==> config.mk <==
export PLATFORM = sky130hd
export DESIGN_NAME = sgt_timer
export DESIGN_NICKNAME = d
export VERILOG_FILES = /design/src/hw/sgt_timer.v /design/src/hw/sgt_prescale.v
export VERILOG_INCLUDE_DIRS = /design/src /design/src/hw
export SDC_FILE = /design/constraint.sdc
export NUM_CORES = 1
export LEC_CHECK = 0
export BUFFER_PORTS_ARGS = -buffer_cell sky130_fd_sc_hd__buf_2
export CAP_MARGIN = 20
export CORE_MARGIN = 2
export CORE_UTILIZATION = 49
export CTS_BUF_LIST = sky130_fd_sc_hd__clkbuf_8
export DETAILED_ROUTE_END_ITERATION = 8
export PLACE_DENSITY = 0.78
export SYNTH_ARGS = -nofsm -noshare
export SYNTH_HDL_FRONTEND = slang
export SYNTH_SLANG_ARGS = --single-unit
==> constraint.sdc <==
create_clock -name core_clk_i -period 1.8 [get_ports core_clk_i]
set_clock_uncertainty 0.15 [all_clocks]
set_input_delay 0.09 -clock core_clk_i [delete_from_list [all_inputs] [get_ports core_clk_i]]
set_output_delay 0.09 -clock core_clk_i [all_outputs]
set_load 0.01 [all_outputs]
==> src/hw/sgt_consts.vh <==
`ifndef SGT_CONSTS_VH
`define SGT_CONSTS_VH

// register word addresses
`define SGT_ADDR_CTRL 4'h0
`define SGT_ADDR_GATE 4'h1
`define SGT_ADDR_CNT_LO 4'h2
`define SGT_ADDR_CNT_HI 4'h3
`define SGT_ADDR_STAT 4'h4
`define SGT_ADDR_MASK 4'h5
`define SGT_ADDR_W 4

// timer_control_reg fields
`define SGT_CTRL_ON 0
`define SGT_CTRL_SYNC_BYP 2
`define SGT_CTRL_OSC_EN 3
`define SGT_CTRL_PS_LO 4
`define SGT_CTRL_PS_HI 5
`define SGT_CTRL_CS_LO 6
`define SGT_CTRL_CS_HI 7
`define SGT_CTRL_RST 8'h00

// gate_control_reg fields
`define SGT_GATE_POL 6
`define SGT_GATE_QUAL 7
`define SGT_GATE_RST 8'h00

// clock source codes
`define SGT_CS_INSTR 2'h0
`define SGT_CS_SYS 2'h1
`define SGT_CS_PIN 2'h2
`define SGT_CS_CAP 2'h3

// status bit: overflow_flag
`define SGT_STAT_OVF 0

// instruction clock is the system clock divided by this
`define SGT_INSTR_DIV 3'h4
`define SGT_INSTR_DIV_W 2

`endif

==> src/hw/sgt_timer.v <==
// Summary of operation
// RL1: sixteen-bit up-counter read and written as separate high and low bytes.
// RL2: writing either count byte replaces that byte of the running count at once.
// RL3: off when on bit clear; always counts unless gate qualifying is set.
// RL4: source select picks instruction clock, system clock, external pin, or sensing oscillator.
// RL5: system clock source advances four counts per instruction cycle, before prescaling.
// RL6: external source increments the counter on each of its rising edges.
// RL7: external clock always passes the synchroniser, through three stages or, with sync bypass, two.
// RL8: counter mode needs a falling edge first after enable, byte write, re-enable.
// RL9: prescale select divides the chosen clock by 1, 2, 4 or 8.
// RL10: prescaler is hidden from software and cleared by any count byte write.
// RL11: oscillator enable starts the crystal oscillator; it keeps running in sleep.
// RL12: software should let the oscillator settle, e.g. preset FC00h and await overflow.
// RL13: rolling from FFFFh to 0000h sets the overflow flag; software clears it.
// RL14: with gate qualifying on and gate inactive, counter holds its value.
// RL15: sync bypass takes the external clock one synchroniser stage earlier.
// RL16: with source pin, oscillator enable picks crystal oscillator instead of pin.
// RL17: external count-enable level applies only while gate qualifying is set.
`include "sgt_consts.vh"

module sgt_timer (
    input wire core_clk_i,
    input wire rst_i,
    input wire [3:0] avs_address_i,
    input wire avs_read_i,
    input wire avs_write_i,
    input wire [31:0] avs_writedata_i,
    input wire [3:0] avs_byteenable_i,
    output reg [31:0] avs_readdata_o,
    output reg avs_waitrequest_o,
    input wire external_clock_pin_i,
    input wire cap_sense_osc_i,
    input wire crystal_osc_clk_i,
    input wire gate_count_enable_i,
    output reg crystal_osc_run_o,
    output reg irq_o
);
    reg [7:0] timer_control_reg;
    reg [7:0] gate_control_reg;
    reg [7:0] count_low_byte_reg;
    reg [7:0] count_high_byte_reg;
    reg [0:0] status_reg;
    reg [0:0] mask_reg;
    reg pend_reg;
    reg [`SGT_INSTR_DIV_W-1:0] instr_div_reg;
    reg [2:0] pin_sync_reg;
    reg [2:0] cap_sync_reg;
    reg [2:0] osc_sync_reg;
    reg [1:0] gate_sync_reg;
    reg ext_prev_reg;
    reg armed_reg;
    reg on_prev_reg;

    wire timer_on_bit;
    wire gate_qualify_bit;
    wire gate_polarity_bit;
    wire sync_bypass_bit;
    wire crystal_osc_enable;
    wire [1:0] clock_source_select;
    wire [1:0] prescale_select;
    wire bus_wr;
    wire bus_rd;
    wire wr_lo;
    wire wr_hi;
    wire wr_cnt;
    wire ext_sel;
    reg ext_level;
    wire ext_rise;
    wire ext_fall;
    reg src_tick;
    reg [31:0] read_word;
    wire ctrl_wr;
    wire gate_wr;
    wire mask_wr;
    wire stat_wr;
    wire count_step;
    wire ps_tick;
    wire run_en;
    wire [15:0] count_now;
    wire [15:0] count_inc;
    wire roll;

    // bus write to a given word with its low byte lane enabled
    function hit;
        input [3:0] addr;
        input [3:0] want;
        input [3:0] be;
        begin
            hit = (addr == want) && be[0];
        end
    endfunction

    assign timer_on_bit = timer_control_reg[`SGT_CTRL_ON];
    assign sync_bypass_bit = timer_control_reg[`SGT_CTRL_SYNC_BYP];
    assign crystal_osc_enable = timer_control_reg[`SGT_CTRL_OSC_EN];
    assign prescale_select = timer_control_reg[`SGT_CTRL_PS_HI:`SGT_CTRL_PS_LO];
    assign clock_source_select = timer_control_reg[`SGT_CTRL_CS_HI:`SGT_CTRL_CS_LO];
    assign gate_qualify_bit = gate_control_reg[`SGT_GATE_QUAL];
    assign gate_polarity_bit = gate_control_reg[`SGT_GATE_POL];

    // a request is taken on the edge where waitrequest is low
    assign bus_wr = avs_write_i && !avs_waitrequest_o;
    assign bus_rd = avs_read_i && !avs_waitrequest_o;
    assign wr_lo = bus_wr && hit(avs_address_i, `SGT_ADDR_CNT_LO, avs_byteenable_i);
    assign wr_hi = bus_wr && hit(avs_address_i, `SGT_ADDR_CNT_HI, avs_byteenable_i);
    assign wr_cnt = wr_lo || wr_hi;
    assign ctrl_wr = bus_wr && hit(avs_address_i, `SGT_ADDR_CTRL, avs_byteenable_i);
    assign gate_wr = bus_wr && hit(avs_address_i, `SGT_ADDR_GATE, avs_byteenable_i);
    assign mask_wr = bus_wr && hit(avs_address_i, `SGT_ADDR_MASK, avs_byteenable_i);
    assign stat_wr = bus_wr && hit(avs_address_i, `SGT_ADDR_STAT, avs_byteenable_i);

    // RL4 RL16 external source choice
    assign ext_sel = clock_source_select[1];
    // RL7 RL15 bypass taps one stage earlier
    always @* begin
        ext_level = 1'b0;
        case (clock_source_select)
            `SGT_CS_CAP: begin
                ext_level = sync_bypass_bit ? cap_sync_reg[1] : cap_sync_reg[2];
            end
            `SGT_CS_PIN: begin
                if (crystal_osc_enable) begin
                    ext_level = sync_bypass_bit ? osc_sync_reg[1] : osc_sync_reg[2];
                end else begin
                    ext_level = sync_bypass_bit ? pin_sync_reg[1] : pin_sync_reg[2];
                end
            end
            default: begin
                // internal sources keep the edge detector quiet
                ext_level = 1'b0;
            end
        endcase
    end
    // RL6 rising edge detect
    assign ext_rise = ext_level && !ext_prev_reg;
    assign ext_fall = !ext_level && ext_prev_reg;

    // RL4 RL5 tick per source before prescaling
    always @* begin
        src_tick = 1'b0;
        case (clock_source_select)
            `SGT_CS_INSTR: begin
                src_tick = (instr_div_reg == 2'h0);
            end
            `SGT_CS_SYS: begin
                src_tick = 1'b1;
            end
            default: begin
                src_tick = ext_rise && armed_reg;
            end
        endcase
    end

    // RL3 RL14 RL17 enable table with gate polarity
    assign run_en = timer_on_bit &&
                    (!gate_qualify_bit || (gate_sync_reg[1] == gate_polarity_bit));

    // RL1 sixteen-bit count view
    assign count_now = {count_high_byte_reg, count_low_byte_reg};
    assign count_inc = count_now + 16'h0001;
    // RL13 rollover detect
    assign count_step = ps_tick && run_en;
    assign roll = count_step && (count_now == 16'hFFFF);

    // RL9 RL10 prescaler cleared on byte writes
    sgt_prescale u_prescale (
        .core_clk_i(core_clk_i),
        .rst_i(rst_i),
        .clear_i(wr_cnt),
        .tick_i(src_tick && run_en),
        .sel_i(prescale_select),
        .tick_o(ps_tick)
    );

    // pin inputs: sync chains
    always @(posedge core_clk_i) begin
        if (rst_i) begin
            pin_sync_reg <= 3'h0;
            cap_sync_reg <= 3'h0;
            osc_sync_reg <= 3'h0;
            gate_sync_reg <= 2'h0;
        end else begin
            pin_sync_reg <= {pin_sync_reg[1:0], external_clock_pin_i};
            cap_sync_reg <= {cap_sync_reg[1:0], cap_sense_osc_i};
            osc_sync_reg <= {osc_sync_reg[1:0], crystal_osc_clk_i};
            gate_sync_reg <= {gate_sync_reg[0], gate_count_enable_i};
        end
    end

    // instruction clock phase, free running
    always @(posedge core_clk_i) begin
        if (rst_i) begin
            instr_div_reg <= 2'h0;
        end else begin
            instr_div_reg <= instr_div_reg + 2'h1;
        end
    end

    // RL8 arm only after a falling edge once disarmed
    always @(posedge core_clk_i) begin
        if (rst_i) begin
            ext_prev_reg <= 1'b0;
            armed_reg <= 1'b0;
            on_prev_reg <= 1'b0;
        end else begin
            ext_prev_reg <= ext_level;
            on_prev_reg <= timer_on_bit;
            if (wr_cnt || !timer_on_bit || !ext_sel) begin
                armed_reg <= 1'b0;
            end else if (ext_fall) begin
                armed_reg <= 1'b1;
            end
        end
    end

    // control register
    always @(posedge core_clk_i) begin
        if (rst_i) begin
            timer_control_reg <= `SGT_CTRL_RST;
        end else if (ctrl_wr) begin
            timer_control_reg <= avs_writedata_i[7:0];
        end
    end

    // gate register
    always @(posedge core_clk_i) begin
        if (rst_i) begin
            gate_control_reg <= `SGT_GATE_RST;
        end else if (gate_wr) begin
            gate_control_reg <= avs_writedata_i[7:0];
        end
    end

    // interrupt mask
    always @(posedge core_clk_i) begin
        if (rst_i) begin
            mask_reg <= 1'b0;
        end else if (mask_wr) begin
            mask_reg <= avs_writedata_i[0];
        end
    end

    // RL2 low byte write wins
    always @(posedge core_clk_i) begin
        if (rst_i) begin
            count_low_byte_reg <= 8'h00;
        end else if (wr_lo) begin
            count_low_byte_reg <= avs_writedata_i[7:0];
        end else if (count_step) begin
            count_low_byte_reg <= count_inc[7:0];
        end
    end

    // RL2 high byte write wins
    // a low byte write in the same cycle drops the carry, so the pair never mixes old and new
    always @(posedge core_clk_i) begin
        if (rst_i) begin
            count_high_byte_reg <= 8'h00;
        end else if (wr_hi) begin
            count_high_byte_reg <= avs_writedata_i[7:0];
        end else if (count_step && !wr_lo) begin
            count_high_byte_reg <= count_inc[15:8];
        end
    end

    // RL13 sticky overflow flag, set wins over write-one-clear
    always @(posedge core_clk_i) begin
        if (rst_i) begin
            status_reg <= 1'b0;
            irq_o <= 1'b0;
        end else begin
            if (roll && !wr_cnt) begin
                status_reg[`SGT_STAT_OVF] <= 1'b1;
            end else if (stat_wr && avs_writedata_i[`SGT_STAT_OVF]) begin
                status_reg[`SGT_STAT_OVF] <= 1'b0;
            end
            irq_o <= |(status_reg & mask_reg);
        end
    end

    // RL11 oscillator run follows enable, independent of timer on
    always @(posedge core_clk_i) begin
        if (rst_i) begin
            crystal_osc_run_o <= 1'b0;
        end else begin
            crystal_osc_run_o <= crystal_osc_enable;
        end
    end

    // read word for the addressed register; unmapped words read zero
    always @* begin
        read_word = 32'h00000000;
        case (avs_address_i)
            `SGT_ADDR_CTRL: begin
                read_word = {24'h000000, timer_control_reg};
            end
            `SGT_ADDR_GATE: begin
                read_word = {24'h000000, gate_control_reg};
            end
            `SGT_ADDR_CNT_LO: begin
                read_word = {24'h000000, count_low_byte_reg};
            end
            `SGT_ADDR_CNT_HI: begin
                read_word = {24'h000000, count_high_byte_reg};
            end
            `SGT_ADDR_STAT: begin
                read_word = {31'h00000000, status_reg};
            end
            `SGT_ADDR_MASK: begin
                read_word = {31'h00000000, mask_reg};
            end
            default: begin
                read_word = 32'h00000000;
            end
        endcase
    end

    // avalon slave: one wait cycle, read data registered
    always @(posedge core_clk_i) begin
        if (rst_i) begin
            avs_waitrequest_o <= 1'b1;
            avs_readdata_o <= 32'h00000000;
        end else begin
            avs_waitrequest_o <= !((avs_read_i || avs_write_i) && avs_waitrequest_o);
            // data is captured while waitrequest is still high, so it stands at the accept edge
            if ((avs_read_i || avs_write_i) && avs_waitrequest_o) begin
                avs_readdata_o <= read_word;
            end
        end
    end
endmodule

==> src/hw/sgt_prescale.v <==
`include "sgt_consts.vh"

// prescaler: emits one tick every 1, 2, 4 or 8 input ticks
module sgt_prescale (
    input wire core_clk_i,
    input wire rst_i,
    input wire clear_i,
    input wire tick_i,
    input wire [1:0] sel_i,
    output reg tick_o
);
    reg [2:0] div_reg;
    wire [2:0] div_next;
    wire [2:0] mask;

    assign mask = (sel_i == 2'h0) ? 3'h0 : (sel_i == 2'h1) ? 3'h1 : (sel_i == 2'h2) ? 3'h3 : 3'h7;
    assign div_next = div_reg + 3'h1;

    always @(posedge core_clk_i) begin
        if (rst_i || clear_i) begin
            div_reg <= 3'h0;
            tick_o <= 1'b0;
        end else begin
            tick_o <= 1'b0;
            if (tick_i) begin
                if ((div_reg & mask) == mask) begin
                    div_reg <= 3'h0;
                    tick_o <= 1'b1;
                end else begin
                    div_reg <= div_next;
                end
            end
        end
    end
endmodule

==> run summary, run 1 <==
Run status: finished, violations left
Violated checks: negative setup slack
Post-Route WL: 8180 um
Crit share post-route: 100%
Number of rows created at floorplan: 29
End of the worst register-to-register path: count_low_byte_reg[7]
Initial Utilization: 50.3%
Portion of synthesized cell area occupied by the leading cell type: 40.3%
Internal power contribution: 2.06 mW
Cell taking the most area after synthesis: sky130_fd_sc_hd__dfxtp_1
Part of the power in combinational logic: 7.4%
Number of warning messages in the yosys log: 0
Static leakage: 1.67 nW
Shortest clock period the worst path allows after layout: 1.81 ns
Fraction of final layout cells with drive strength greater than 1: 30.4%
F_max: 0.553 GHz
Detailed placement HPWL: 5670 um
Register clock-pin slew on the reported worst setup and hold paths: 0.08 ns
Critical path start-end classification: reg -> reg
Number of antenna diodes: 0
Routability congestion estimate: 0.908
Area inside the core boundary: 6310 sq um
Number of hold violations in the final report: 0
Antenna-violating nets left: 0
Required time reported for the critical path endpoint: 1.91 ns
Max Fanout on Critical Path: 4
Sw Share: 26.0%
List of most frequent post-synthesis cells: sky130_fd_sc_hd__dfxtp_1 (64), sky130_fd_sc_hd__nor2_1 (43), sky130_fd_sc_hd__buf_4 (24)
Wire length of the first global-routing pass: 13000 um
Buffer levels on the longest clock path: 2
Drt initial violations: 244
Max-cap violations: 0
Part of the power in the clock network: 40.7%
Post-synth ARST share: 0%
Endpoint class of the critical path: register
Kind of launch point of the worst setup path: register
Synth-to-layout area growth: 27.6%
Die X: 84.5 um
Critical Path End: count_low_byte_reg[7]
Worst reg-to-reg setup slack: -0.009 ns
Reg-to-Reg Start: gate_sync_reg[1]
Port Buffers: 31
Residual DRC: 0
Leading cell types by total area after synthesis: sky130_fd_sc_hd__dfxtp_1 (40%), sky130_fd_sc_hd__mux2i_1 (7.2%), sky130_fd_sc_hd__buf_4 (5.7%)
Average detailed-routed wire length per instance: 16.2 um
Post-synthesis cell area: 3180 sq um
Cell count after synthesis: 340
Final instance area: 4060 sq um
Sequential element share of the synthesized area: 40.3%
R2r worst-path depth: 6
Unrepaired setup endpoints after global routing: yes
Worst-Skew Late Latency: 0.36 ns
Global-route total usage across every layer: 23.3%
Finished Layout Cells: 505
Initial antenna violation count: 0
Standard cell area after detailed placement: 3610 sq um
Count of distinct cell types in the synthesized netlist: 54
Die area: 7150 sq um
Dpl ws: -0.106 ns
First drt pass iteration count: 5
Worst voltage drop across the vdd grid: 425 uV
Clock tree from TritonCTS: built
CTS root buffer: sky130_fd_sc_hd__clkbuf_8
Switching power summed over all nets: 723 uW
Endpoint arrival time on the critical path: 1.92 ns
Largest net degree at the start of global routing: 26
Die Y-Extent: 84.5 um
Number of flops mapped to enable cells by yosys: 0
Minimum hold slack: 0.0226 ns
Avg Inst Size Synth: 9.35 sq um
Number of global-route vias before repair: 2706
Origin of the worst setup path: gate_sync_reg[1]
Core utilization of the finished layout: 64.2%
Most repeated cell in the gate-level netlist after synthesis: sky130_fd_sc_hd__dfxtp_1
PD cells: 685 nW/um^2
Final Max Tran Viols: 0
Share of total power in sequential cells: 51.8%
Net count, final: 474
I/O Pins: 83
Number of instances in the placed design: 475
Hold Crit Class: in -> reg
Most frequently used flop master after synthesis: sky130_fd_sc_hd__dfxtp_1
Vias per cell: 5.63
Count of final setup violators: 2
CTS H-tree lvls: 3
CTS buffer count: 9
Seq cells post-synth: 64
Sink count of the clock tree: 64
Final WS setup: -0.00876 ns
Remaining global-route overflow: 0
Vias post-DR: 2843
-- layout by cell type (no fill, tap or decap), types with 11 or more instances in the layout --
master                           n
sky130_fd_sc_hd__dfxtp_1        53
sky130_fd_sc_hd__buf_4          46
sky130_fd_sc_hd__nor2_1         43
sky130_fd_sc_hd__buf_2          31
sky130_fd_sc_hd__conb_1         24
sky130_fd_sc_hd__mux2i_1        23
sky130_fd_sc_hd__nand2_1        19
sky130_fd_sc_hd__nor2b_1        14
sky130_fd_sc_hd__dlygate4sd3_1  13
sky130_fd_sc_hd__a21oi_1        11
-- metrics by stage --
stage | TNS [ns] | total power [mW]
detailed placement | -0.287 | 1.65
finish | -0.0148 | 2.78
global placement | -0.00190 | 1.65
floorplan | 0 | 1.62
global route | -0.162 | 2.88
CTS | -0.00253 | 2.78
-- critical path, stage by stage, from the launching register on --
cell and delay, ns:
sky130_fd_sc_hd__dfxtp_2 0.35, sky130_fd_sc_hd__xor2_4 0.20, sky130_fd_sc_hd__buf_4 0.15, sky130_fd_sc_hd__a2111oi_4 0.31, sky130_fd_sc_hd__nand3_1 0.17, sky130_fd_sc_hd__xor2_1 0.17
sky130_fd_sc_hd__a211oi_2 0.22
-- metal layers --
layer / up-vias / wire [um] / GRT usage, %
met5: - / 0 / 0
met2: 145 / 3840 / 36.9
li1: 1332 / - / -
met4: 0 / 380 / 14.0
met1: 1331 / 3390 / 29.0
met3: 35 / 572 / 5.21
-- power groups by stage --
stage	sequential (mW)	combinational, mW	clock [mW]
final	1.44	0.207	1.13
after global routing	1.44	0.223	1.21
after CTS	1.44	0.199	1.14
after detailed placement	1.47	0.176	0
after global placement	1.47	0.173	0
after floorplan	1.47	0.144	0
-- logic make-up after synthesis --
logic type	after synthesis	share of synthesized area [%]
compound gates	53	12.5
fa+ha+maj	3	1.18
simple gates	129	21.1
buf+inv	49	8.82
other cells	1	0.118
mux	32	13.5
xor+xnor	9	2.48
flops	64	40.3
-- how the worst min path moves through the flow --
stage | slack (ns) | from | endpoint | cells past startpoint
finish | 0.02 | avs_address_i[3] | status_reg | 5
global route | 0.02 | rst_i | gate_control_reg[3] | 2
CTS | 0.0006 | rst_i | gate_control_reg[1] | 2
detailed placement | 0.16 | crystal_osc_clk_i | osc_sync_reg[0] | 2
global placement | 0.15 | external_clock_pin_i | pin_sync_reg[0] | 2
floorplan | 0.07 | cap_sense_osc_i | cap_sync_reg[0] | 1
-- layout make-up --
cell class              instances  area (sq um)
repair buffers                 91           642
flip-flops and latches         64          1300
multi-input cells             250          1810
clock inverters                 6          45.0
clock buffers                  10           138
well taps                      77          96.3
inverters                       7          26.3
fillers                       491          2260
-- timing repair --
| item | in CTS | in global routing |
|---|---|---|
| gates resized for setup | 10 | 19 |
| endpoints found under the setup margin | 9 | 18 |
| pin swaps | 5 | 4 |
| hold buffers | 13 | 0 |
| buffers inserted | 0 | 1 |
| endpoints found under the hold margin | 35 | 0 |
Power figures use the tool's default switching activity.
==> inputs of run 2 (changes only) <==
Settings changed: ABC_AREA set to 1, CORE_UTILIZATION 49 to 50, PLACE_DENSITY 0.78 to 0.79.
==> run summary, run 2 <==
Cell count after synthesis: 483 (+42%)
I/O Pins: 83 (unchanged)
Die X: 85.4 um (+1.0%)
Leading cell type in the layout, fill and taps excluded: sky130_fd_sc_hd__nand2_1
Crit share post-route: 91.4% (-9.1 points)
Antenna-violating nets left: 0 (unchanged)
Fill cells: 620 (+26%)
Buffer levels on the longest clock path: 2 (unchanged)
Static leakage: 1.62 nW (-3.2%)
Average detailed-routed wire length per instance: 12.9 um (-20%)
Number of warning messages in the yosys log: 0 (unchanged)
Post-Route WL: 8110 um (-0.79%)
CTS H-tree lvls: 3 (unchanged)
Port Buffers: 31 (unchanged)
Largest net degree at the start of global routing: 38 (+46%)
Required time reported for the critical path endpoint: 1.89 ns (-0.02 ns)
Routability congestion estimate: 0.980 (+7.9%)
Vias post-DR: 3278 (+15%)
Vias per cell: 5.22 (-7.3%)
Avg Inst Size Synth: 6.86 sq um (-27%)
Worst reg-to-reg setup slack: 0.16 ns (+0.17 ns)
Number of antenna diodes: 0 (unchanged)
F_max: 0.608 GHz (+9.9%)
Sink count of the clock tree: 64 (unchanged)
Area inside the core boundary: 6390 sq um (+1.1%)
Post-synth ARST share: 0% (unchanged)
Net count, final: 597 (+26%)
Shortest clock period the worst path allows after layout: 1.65 ns (-0.163 ns)
PD cells: 717 nW/um^2 (+4.6%)
Critical path start-end classification: in -> reg
Count of final setup violators: 0 (-2)
List of most frequent post-synthesis cells: sky130_fd_sc_hd__nand2_1 (117), sky130_fd_sc_hd__dfxtp_1 (64), sky130_fd_sc_hd__inv_1 (63)
Hold Crit Class: in -> reg
Setup tns final: 0 ns (+0.0148 ns)
Global-route total usage across every layer: 23.0% (-0.38 points)
Number of global-route vias before repair: 2789 (+3.1%)
Endpoint arrival time on the critical path: 1.74 ns (-0.18 ns)
Die area: 7290 sq um (+2.0%)
Sequential element share of the synthesized area: 38.7% (-1.6 points)
Worst voltage drop across the vdd grid: 482 uV (+13%)
Fraction of final layout cells with drive strength greater than 1: 15.2% (-15 points)
Seq cells post-synth: 64 (unchanged)
Post-synthesis cell area: 3310 sq um (+4.2%)
Most repeated cell in the gate-level netlist after synthesis: sky130_fd_sc_hd__nand2_1
Portion of synthesized cell area occupied by the leading cell type: 38.7% (-1.6 points)
Max Fanout on Critical Path: 9 (+5)
Number of rows created at floorplan: 29 (unchanged)
Number of flops mapped to enable cells by yosys: 0 (unchanged)
Remaining global-route overflow: 0 (unchanged)
Register clock-pin slew on the reported worst setup and hold paths: 0.07 ns (about the same)
Drt initial violations: 378 (+55%)
Final Max Tran Viols: 0 (unchanged)
Wire length of the first global-routing pass: 13000 um (unchanged)
First drt pass iteration count: 5 (unchanged)
Kind of launch point of the worst setup path: primary input
Residual DRC: 0 (unchanged)
Detailed placement HPWL: 5920 um (+4.4%)
CTS root buffer: sky130_fd_sc_hd__clkbuf_8
Area used by multi-input combinational logic: 1670 sq um (-7.7%)
Sequential cell area: 1280 sq um (-1.2%)
Endpoint class of the critical path: register
Count of distinct cell types in the synthesized netlist: 32 (-41%)
Most frequently used flop master after synthesis: sky130_fd_sc_hd__dfxtp_1
Unrepaired setup endpoints after global routing: no
Number of hold violations in the final report: 0 (unchanged)
Max-cap violations: 0 (unchanged)
Synth-to-layout area growth: 17.2%
Clock tree from TritonCTS: built
Initial Utilization: 51.9% (+1.5 points)
Commonest cells after routing, fill and taps aside: sky130_fd_sc_hd__nand2_1 (117), sky130_fd_sc_hd__inv_1 (63), sky130_fd_sc_hd__dfxtp_1 (63)
Die Y-Extent: 85.4 um (+1.0%)
CTS buffer count: 9 (unchanged)
Worst-Skew Late Latency: 0.35 ns (about the same)
Core utilization of the finished layout: 60.8% (-3.5 points)
Initial antenna violation count: 0 (unchanged)
Run status: finished clean
Cell taking the most area after synthesis: sky130_fd_sc_hd__dfxtp_1
Leading cell types by total area after synthesis: sky130_fd_sc_hd__dfxtp_1 (39%), sky130_fd_sc_hd__nand2_1 (13%), sky130_fd_sc_hd__inv_1 (7.1%)
==> run 2: worst max-delay path, cell delays in order <==
cell and delay (ns):
sky130_fd_sc_hd__dlygate4sd3_1 0.52, sky130_fd_sc_hd__buf_2 0.17, sky130_fd_sc_hd__inv_1 0.12, sky130_fd_sc_hd__nor2_4 0.17, sky130_fd_sc_hd__nand2_1 0.17, sky130_fd_sc_hd__nor2_4 0.19
sky130_fd_sc_hd__inv_2 0.10, sky130_fd_sc_hd__o21ai_0 0.15, sky130_fd_sc_hd__a21oi_1 0.05
==> run 2: path summary, 6_finish.rpt <==
path              cells past startpoint                     end              start
setup reg to reg                      8  count_high_byte_reg[4]  avs_waitrequest_o
setup / recovery                      9     gate_control_reg[6]   avs_address_i[0]
hold reg to reg                       2         cap_sync_reg[1]    cap_sync_reg[0]
hold / removal                        4  count_high_byte_reg[7]              rst_i
==> run 2: cell families after synthesis <==
logic type | synth area share [%]
XOR/XNOR | 1.59
AO/OA/AOI/OAI | 13.9
adder cells (fa/ha/maj) | 1.13
flip-flops | 38.7
other | 0.113
buffers and inverters | 13.9
AND/OR/NAND/NOR | 30.7
==> run 2: final cells by class <==
cell class	instances	area share (%)
clock buffer	10	3.55
inverter	65	6.29
sequential	64	33.0
multi-input combinational	346	43.0
clock inverter	6	1.16
timing repair buffer	60	10.4
tap	77	2.48
==> run 2: what timing repair did <==
item                                   CTS  global route
hold buffers                            13             0
endpoints found under the hold margin   28             0
buffers inserted                         0             2
setup endpoints to repair                0            12
resized for setup                        0             5
==> run 2: layer usage <==
metal | wire (um) | GRT usage (%) | up-vias | share of wire, %
li1 | - | - | 1636 | -
met1 | 3540 | 30.4 | 1468 | 44
met2 | 3700 | 36.5 | 149 | 46
met3 | 575 | 3.60 | 25 | 7.1
met4 | 287 | 11.1 | 0 | 3.5
met5 | 0 | 0 | - | 0
==> run 2: per-stage QoR <==
step | instance area, sq um | std cells | worst slack [ns] | power (mW) | hold WS [ns]
2_1_floorplan | 3400 | 506 | 0.269 | 1.62 | 0.0470
3_5_place_dp | 3540 | 597 | 0.130 | 1.65 | 0.147
6_report | 3880 | 628 | 0.154 | 2.78 | 0.00223
3_3_place_gp | 3540 | 597 | 0.155 | 1.65 | 0.137
5_1_grt | 3880 | 628 | 0.0189 | 2.89 | 0.0570
4_1_cts | 3850 | 626 | 0.104 | 2.79 | 0.00126
==> run 2: where the power goes <==
group	switching (mW)	internal, mW	total (mW)
Clock	0.598	0.537	1.14
Sequential	0.00780	1.43	1.44
Combinational	0.135	0.0698	0.204
